### src/design/lcs_defs.vh
// Constants for the limit comparator statistics block
`ifndef LCS_DEFS_VH
`define LCS_DEFS_VH
// Value width and counter width defaults
`define LCS_VAL_W 32
`define LCS_CNT_W 16
// Reset limits in milliohm base steps: 100 ohm nominal, 90 ohm lower, 110 ohm upper
`define LCS_RST_NOM 32'h000186A0
`define LCS_RST_LOW 32'h00015F90
`define LCS_RST_UPP 32'h0001ADB0
// Unit codes
`define LCS_U_OHM 4'h0
`define LCS_U_UOHM 4'h1
`define LCS_U_MOHM 4'h2
`define LCS_U_KOHM 4'h3
`define LCS_U_MAOHM 4'h4
`define LCS_U_PM 4'h5
`define LCS_U_PKM 4'h6
`define LCS_U_P10FT 4'h7
`define LCS_U_PKFT 4'h8
`define LCS_U_COND 4'h9
`define LCS_U_RES 4'hA
// Error code of a failed commit
`define LCS_ERR_PARAM 16'hFF24
// Bit of the standard event status register for execution errors
`define LCS_ESR_EXE 4
// Scale factors to milliohm base steps
`define LCS_SC_KILO 64'h3E8
`define LCS_SC_MEGA 64'hF4240
`define LCS_SC_GIGA 64'h3B9ACA00
`define LCS_SC_HECTO 64'h64
// Error code while no error is logged
`define LCS_ERR_NONE 16'h0000
`endif

### src/design/lcs_top.v
// Limit comparator with classification statistics
`timescale 1ns/1ps
`include "lcs_defs.vh"
// Function
// RULE1: Value below active lower limit increments the below counter.
// RULE2: Value within active limits inclusive increments the in-range counter.
// RULE3: Value strictly above active upper limit increments the above counter.
// RULE4: Total counter increments once for every recorded measurement.
// RULE5: Statistics query returns above, in, below, total in that order.
// RULE6: Counters hold still during continuous measurement mode.
// RULE7: Measurements ending in error change no counter.
// RULE8: Statistics clear command zeroes all four counters.
// RULE9: Written upper limit stays pending until a valid commit.
// RULE10: Upper limit must exceed lower limit, else commit is invalid.
// RULE11: Written lower limit takes effect only after commit.
// RULE12: Limit without unit is taken in the base ohm unit.
// RULE13: Eleven unit suffixes are accepted and converted.
// RULE14: Host re-enters nominal and limits after a display unit change.
// RULE15: Limit query returns the selected pending limit with its unit.
// RULE16: After reset the upper limit is 110 ohm.
// RULE17: Invalid commit logs error -220 and sets execution error bit 4.
// RULE18: Each limit must differ from nominal by under 100 percent.
// RULE19: Shadow limits copy atomically to active ones on successful commit.
module lcs_top #(
	parameter VAL_W = `LCS_VAL_W,
	parameter CNT_W = `LCS_CNT_W
) (
	// Clock and reset
	input wire CLK_SYS,
	input wire RST,
	// Limit writes: value mantissa, unit code, strobes
	input wire [VAL_W-1:0] WR_VALUE,
	input wire [3:0] WR_UNIT,
	input wire WR_UNIT_GIVEN,
	input wire UPPER_LIMIT_CMD,
	input wire LOWER_LIMIT_CMD,
	input wire NOMINAL_VALUE_CMD,
	input wire LIMIT_COMMIT_CMD,
	// Queries and statistics clear
	input wire LIMIT_QUERY,
	input wire LIMIT_QUERY_SEL_UPPER,
	input wire STATS_QUERY,
	input wire STATS_CLEAR_CMD,
	// Measurement results
	input wire MEAS_DONE,
	input wire MEAS_ERROR,
	input wire MEAS_CONTINUOUS,
	input wire [VAL_W-1:0] MEAS_VALUE,
	// Query answers
	output reg LIMIT_RESP_VALID,
	output reg [VAL_W-1:0] LIMIT_RESP_VALUE,
	output reg [3:0] LIMIT_RESP_UNIT,
	output reg STATS_RESP_VALID,
	output reg [CNT_W-1:0] STATS_ABOVE,
	output reg [CNT_W-1:0] STATS_IN,
	output reg [CNT_W-1:0] STATS_BELOW,
	output reg [CNT_W-1:0] STATS_TOTAL,
	// Active limits and error report
	output reg [VAL_W-1:0] ACTIVE_LOWER,
	output reg [VAL_W-1:0] ACTIVE_UPPER,
	output reg COMMIT_OK,
	output reg ERR_PULSE,
	output reg [15:0] ERR_CODE,
	output reg ESR_EXEC_ERR
);

	// ----------------------------------------
	// Unit conversion to milliohm base steps
	// ----------------------------------------
	function [VAL_W-1:0] to_base;
		input [VAL_W-1:0] v;
		input [3:0] u;
		input given;
		reg [63:0] p;
		begin
			p = {{(64-VAL_W){1'b0}}, v};
			if (!given) begin
				p = p * `LCS_SC_KILO; // RULE12
			end else begin
				case (u) // RULE13
					`LCS_U_OHM: p = p * `LCS_SC_KILO;
					`LCS_U_UOHM: p = p / `LCS_SC_KILO;
					`LCS_U_MOHM: p = p;
					`LCS_U_KOHM: p = p * `LCS_SC_MEGA;
					`LCS_U_MAOHM: p = p * `LCS_SC_GIGA;
					`LCS_U_PM: p = p * `LCS_SC_KILO;
					`LCS_U_PKM: p = p;
					`LCS_U_P10FT: p = p * `LCS_SC_HECTO;
					`LCS_U_PKFT: p = p;
					`LCS_U_COND: p = p * `LCS_SC_KILO;
					`LCS_U_RES: p = p * `LCS_SC_KILO;
					default: p = p * `LCS_SC_KILO;
				endcase
			end
			to_base = p[VAL_W-1:0];
		end
	endfunction

	// ----------------------------------------
	// Shadow and active limits
	// ----------------------------------------
	reg [VAL_W-1:0] sh_low_q;
	reg [VAL_W-1:0] sh_upp_q;
	reg [VAL_W-1:0] sh_nom_q;
	reg [3:0] low_unit_q;
	reg [3:0] upp_unit_q;
	wire [VAL_W-1:0] conv = to_base(WR_VALUE, WR_UNIT, WR_UNIT_GIVEN);
	wire [3:0] unit_eff = WR_UNIT_GIVEN ? WR_UNIT : `LCS_U_OHM;
	wire ordered = sh_upp_q > sh_low_q; // RULE10
	// Each limit within 100 percent of nominal: 0 < limit < 2*nominal
	wire [VAL_W:0] nom2 = {sh_nom_q, 1'b0};
	wire low_near = (sh_low_q != {VAL_W{1'b0}}) && ({1'b0, sh_low_q} < nom2); // RULE18
	wire upp_near = (sh_upp_q != {VAL_W{1'b0}}) && ({1'b0, sh_upp_q} < nom2); // RULE18
	wire nom_ok = sh_nom_q != {VAL_W{1'b0}};
	wire valid = ordered && low_near && upp_near && nom_ok;

	always @(posedge CLK_SYS or posedge RST) begin
		if (RST) begin
			sh_low_q <= `LCS_RST_LOW;
			sh_upp_q <= `LCS_RST_UPP; // RULE16
			sh_nom_q <= `LCS_RST_NOM;
			low_unit_q <= `LCS_U_OHM;
			upp_unit_q <= `LCS_U_OHM;
			ACTIVE_LOWER <= `LCS_RST_LOW;
			ACTIVE_UPPER <= `LCS_RST_UPP; // RULE16
			COMMIT_OK <= 1'b0;
			ERR_PULSE <= 1'b0;
			ERR_CODE <= `LCS_ERR_NONE;
			ESR_EXEC_ERR <= 1'b0;
			LIMIT_RESP_VALID <= 1'b0;
			LIMIT_RESP_VALUE <= {VAL_W{1'b0}};
			LIMIT_RESP_UNIT <= `LCS_U_OHM;
		end else begin
			COMMIT_OK <= 1'b0;
			ERR_PULSE <= 1'b0;
			LIMIT_RESP_VALID <= 1'b0;
			if (UPPER_LIMIT_CMD) begin
				sh_upp_q <= conv; // RULE9
				upp_unit_q <= unit_eff;
			end
			if (LOWER_LIMIT_CMD) begin
				sh_low_q <= conv; // RULE11
				low_unit_q <= unit_eff;
			end
			if (NOMINAL_VALUE_CMD) begin
				sh_nom_q <= conv;
			end
			if (LIMIT_COMMIT_CMD) begin
				if (valid) begin
					ACTIVE_LOWER <= sh_low_q; // RULE19
					ACTIVE_UPPER <= sh_upp_q; // RULE9
					COMMIT_OK <= 1'b1;
				end else begin
					ERR_PULSE <= 1'b1; // RULE17
					ERR_CODE <= `LCS_ERR_PARAM;
					ESR_EXEC_ERR <= 1'b1;
				end
			end
			if (LIMIT_QUERY) begin
				LIMIT_RESP_VALID <= 1'b1; // RULE15
				LIMIT_RESP_VALUE <= LIMIT_QUERY_SEL_UPPER ? sh_upp_q : sh_low_q;
				LIMIT_RESP_UNIT <= LIMIT_QUERY_SEL_UPPER ? upp_unit_q : low_unit_q;
			end
		end
	end

	// ----------------------------------------
	// Classification counters
	// ----------------------------------------
	reg [CNT_W-1:0] above_q;
	reg [CNT_W-1:0] in_q;
	reg [CNT_W-1:0] below_q;
	reg [CNT_W-1:0] total_q;
	wire rec = MEAS_DONE && !MEAS_ERROR && !MEAS_CONTINUOUS; // RULE6 RULE7
	wire is_below = MEAS_VALUE < ACTIVE_LOWER;
	wire is_above = MEAS_VALUE > ACTIVE_UPPER;

	always @(posedge CLK_SYS or posedge RST) begin
		if (RST) begin
			above_q <= {CNT_W{1'b0}};
			in_q <= {CNT_W{1'b0}};
			below_q <= {CNT_W{1'b0}};
			total_q <= {CNT_W{1'b0}};
		end else if (STATS_CLEAR_CMD) begin
			above_q <= {CNT_W{1'b0}}; // RULE8
			in_q <= {CNT_W{1'b0}};
			below_q <= {CNT_W{1'b0}};
			total_q <= {CNT_W{1'b0}};
		end else if (rec) begin
			total_q <= total_q + 1'b1; // RULE4
			if (is_below) begin
				below_q <= below_q + 1'b1; // RULE1
			end else if (is_above) begin
				above_q <= above_q + 1'b1; // RULE3
			end else begin
				in_q <= in_q + 1'b1; // RULE2
			end
		end
	end

	// ----------------------------------------
	// Statistics answer
	// ----------------------------------------
	always @(posedge CLK_SYS or posedge RST) begin
		if (RST) begin
			STATS_RESP_VALID <= 1'b0;
			STATS_ABOVE <= {CNT_W{1'b0}};
			STATS_IN <= {CNT_W{1'b0}};
			STATS_BELOW <= {CNT_W{1'b0}};
			STATS_TOTAL <= {CNT_W{1'b0}};
		end else begin
			STATS_RESP_VALID <= STATS_QUERY;
			if (STATS_QUERY) begin
				STATS_ABOVE <= above_q; // RULE5
				STATS_IN <= in_q;
				STATS_BELOW <= below_q;
				STATS_TOTAL <= total_q;
			end
		end
	end

endmodule

### config.mk
export PLATFORM = sky130hd
export DESIGN_NAME = lcs_top
export DESIGN_NICKNAME = d
export VERILOG_FILES = /design/src/design/lcs_top.v
export VERILOG_INCLUDE_DIRS = /design/src /design/src/design
export SDC_FILE = /design/constraint.sdc
export NUM_CORES = 2
export LEC_CHECK = 0
export BUFFER_PORTS_ARGS = -buffer_cell sky130_fd_sc_hd__clkbuf_2
export CELL_PAD_IN_SITES_DETAIL_PLACEMENT = 0
export CELL_PAD_IN_SITES_GLOBAL_PLACEMENT = 1
export CORE_ASPECT_RATIO = 1.25
export CORE_MARGIN = 5
export CORE_UTILIZATION = 40
export DETAILED_ROUTE_END_ITERATION = 16
export HOLD_SLACK_MARGIN = 0.12
export PLACE_DENSITY = 0.71
export SYNTH_ARGS = -nofsm -noshare
export SYNTH_HDL_FRONTEND = slang
export SYNTH_SLANG_ARGS = --single-unit
### constraint.sdc
create_clock -name CLK_SYS -period 16.9 [get_ports CLK_SYS]
set_input_delay 0.845 -clock CLK_SYS [delete_from_list [all_inputs] [get_ports CLK_SYS]]
set_output_delay 0.845 -clock CLK_SYS [all_outputs]
set_load 0.01 [all_outputs]
==> out/qor.txt <==
area of the die -> 147100 µm²
cts hold-fix bufs -> 0
Clock transition at path regs -> 0.07 ns
CTS tree -> done
port bufs -> 260
nets -> 10174
Area Growth Syn to Fin -> 47.57%
Async SR Flop Fraction -> 100.0%
# fillers -> 12737
IO Count -> 267
Hold Path Class -> input port to asynchronous set/reset pin
number of global-route vias before repair -> 63619
sequential-to-total area share from yosys stat -> 15.21%
YS warnings -> 0
layout cells sized above 1 -> 39.05%
area of the multi-input gates -> 47320 µm²
reg2reg end -> ACTIVE_LOWER[0]
H-tree lvl count -> 1
CTS root buf -> clkbuf_16
Area contributors post-synth -> dfrtp_1, ha_1, fa_1, xnor2_1, inv_1
GP Congestion -> 0.9810
final setup skew -> 0.03582 ns
startpoint types -> input port
Max Cap Violations -> 0
final worst-path cycle share -> 171.3%
detailed placement HPWL -> 200100 µm
critical path type -> input port to flop
RSZ-0062 raised after global routing -> yes
worst-case clock buffer depth -> 3
routed len/inst -> 21.48 µm
Period minus WS final -> 28.95 ns
synth unique cells -> 162
row cnt -> 153
Die Wd -> 344.0 µm
WP data required -> 17.33 ns
Final WS setup -> -12.05 ns
placeable core region -> 138800 µm²
final hold slack -> 0.4256 ns
insertion delay to the later sink of the worst-skew pair -> 0.60 ns
Routed WL -> 242100 µm
final hold violation count -> 0
First-pass DRT Iterations -> 7
final setup fails -> 33
Iteration-0 DRC Markers -> 4302
Gate Count Post-Synth -> 6910
Fmax -> 34.54 MHz
Crit Reg-Reg Startpoint -> sh_upp_q[2]
first-pass GRT wire length -> 367100 µm
Top FF cell, synth -> dfrtp_1
largest net degree at the start of global routing -> 130
Pins Over Slew Limit -> 0
initial antenna violation count -> 5
FF/Latch Area -> 8486 µm²
Worst setup EP type -> flop
failing checks -> negative setup slack
r2r setup slk -> 11.44 ns
Post-Syn Area -> 55780 µm²
crit-path max FO -> 11
Via Count -> 63491
DRC Markers -> 0
post-route setup TNS -> -212.02 ns
vias per cell -> 5.635
GR Util All Layers -> 31.50%
Least-Margin Pin Slew -> 1.316 ns
r2r worst-path depth -> 31
initial core utilization -> 40.19%
dpl cells -> 10906
total congestion overflow -> 0
Arrival @ worst endpoint -> 29.38 ns
Chip Height -> 427.5 µm
Post-DRT Antenna Nets -> 0
largest area contributor in the netlist -> dfrtp_1
CTS buffer count -> 29
Layout Cells excl Fill -> 11267
Synth top area share -> 13.23%
flops & latches, synth -> 337
Top cell by count, worst path -> buf_4
crit path max-delay cell type -> or4_4
Slew headroom -> 11.31%
max incr delay on CP -> 0.60 ns
Sink Count -> 337
status -> finished with violations
Post-synth EDFFs -> 0
Avg Inst Size Synth -> 8.072 µm²
[metal layers]
layer  track usage [%]  share of wire, %
met5                 0             0.011
met4             11.28               4.4
met3             2.380               5.1
met2             56.86                49
met1             39.41                41
[layout by cell type (no fill, tap or decap), drive strengths merged, types with 34 or more instances in the layout]
cell and instances:
clkbuf 299, o21a 37, dfstp 42, buf 2463, o21ai 394, nand2b 78, nor2 484, nor2b 61
a2111oi 35, o22ai 34, a221oi 38, a31oi 84, nor3 209, xor2 164, dfrtp 295, a21o 56
mux2 115, fa 253, or2 62, nand4 112, ha 456, o2111ai 38, a211oi 75, and2 80
xnor2 404, and3 79, o21bai 85, inv 662, mux2i 121, a21oi 436, or4 37, nand3 230
o31ai 47, o211ai 59, or3 87, a21boi 35, nand2 510, nor4 125
[synthesized netlist by cell type (all sizes together), types with 80 or more instances]
cell type	n
a31oi	84
or3	87
mux2i	121
nor2	484
xor2	164
nand3	230
a21oi	436
xnor2	404
clkbuf	135
nand2	510
o21bai	85
mux2	115
fa	253
and2	80
nor3	209
nand4	112
buf	153
nor4	125
ha	456
dfrtp	295
o21ai	394
inv	662
[cell families after synthesis]
| kind of cell | Yosys count | share of synthesized area [%] |
|---|---|---|
| compound gates | 1800 | 22.76 |
| xor+xnor | 569 | 9.026 |
| fa+ha+maj | 712 | 19.36 |
| buf+inv | 952 | 7.209 |
| flops | 337 | 15.21 |
| mux | 237 | 4.560 |
| other cells | 1 | 0.006723 |
| simple gates | 2302 | 21.86 |
[worst max path at each step]
stage | startpoint | end
floorplan | WR_VALUE[5] | sh_low_q[0]
global placement | WR_VALUE[5] | sh_low_q[0]
detailed placement | WR_VALUE[5] | sh_low_q[0]
CTS | WR_VALUE[5] | sh_low_q[0]
global route | WR_VALUE[15] | sh_nom_q[0]
finish | WR_VALUE[5] | sh_low_q[0]
[layout make-up]
cell class                 instances  share of cell area (%)
sequential                       337                   10.31
clock buffer                      38                  0.9834
antenna                            2                0.006080
timing repair buffer            2725                   25.11
tap                             1860                   2.827
multi-input combinational       5628                   57.49
clock inverter                    15                  0.2280
inverter                         662                   3.043
[critical path: cells and delay by family]
kind | cells | cell delay (ns)
simple gates | 36 | 10.85
compound gates | 46 | 10.36
buf+inv | 34 | 5.44
xor+xnor | 6 | 0.96
mux | 2 | 0.67
fa+ha+maj | 1 | 0.18
[metrics by stage]
step	cell area (µm²)	setup WS, ns	util [%]
6_report	82320	-12.05	59.31
5_1_grt	82310	-13.09	59.31
4_1_cts	79540	-11.85	57.31
3_5_place_dp	75260	-14.49	54.22
3_3_place_gp	75260	-13.76	54.22
2_1_floorplan	56800	-12.07	-
[sequential cells by signal, summed over array words and instances, names as in the netlist]
register	cells
STATS_ABOVE	16
STATS_TOTAL	16
upp_unit_q	4
LIMIT_RESP_VALID	1
sh_nom_q	32
above_q	16
total_q	16
in_q	16
LIMIT_RESP_UNIT	4
STATS_RESP_VALID	1
below_q	16
ERR_PULSE	1
COMMIT_OK	1
sh_upp_q	32
LIMIT_RESP_VALUE	32
sh_low_q	32
ACTIVE_UPPER	32
low_unit_q	4
ERR_CODE	1
STATS_IN	16
STATS_BELOW	16
ACTIVE_LOWER	32
[what timing repair did]
item	in CTS	in global routing
gates resized for setup	398	346
pin swaps	154	176
buffers inserted	172	136
endpoints found under the hold margin	0	0
cloned	6	3
setup endpoints to repair	36	36
Power is left out: the tool's default activity adds up to more than one toggle a clock period on the data nets, which glitch-free logic cannot reach.
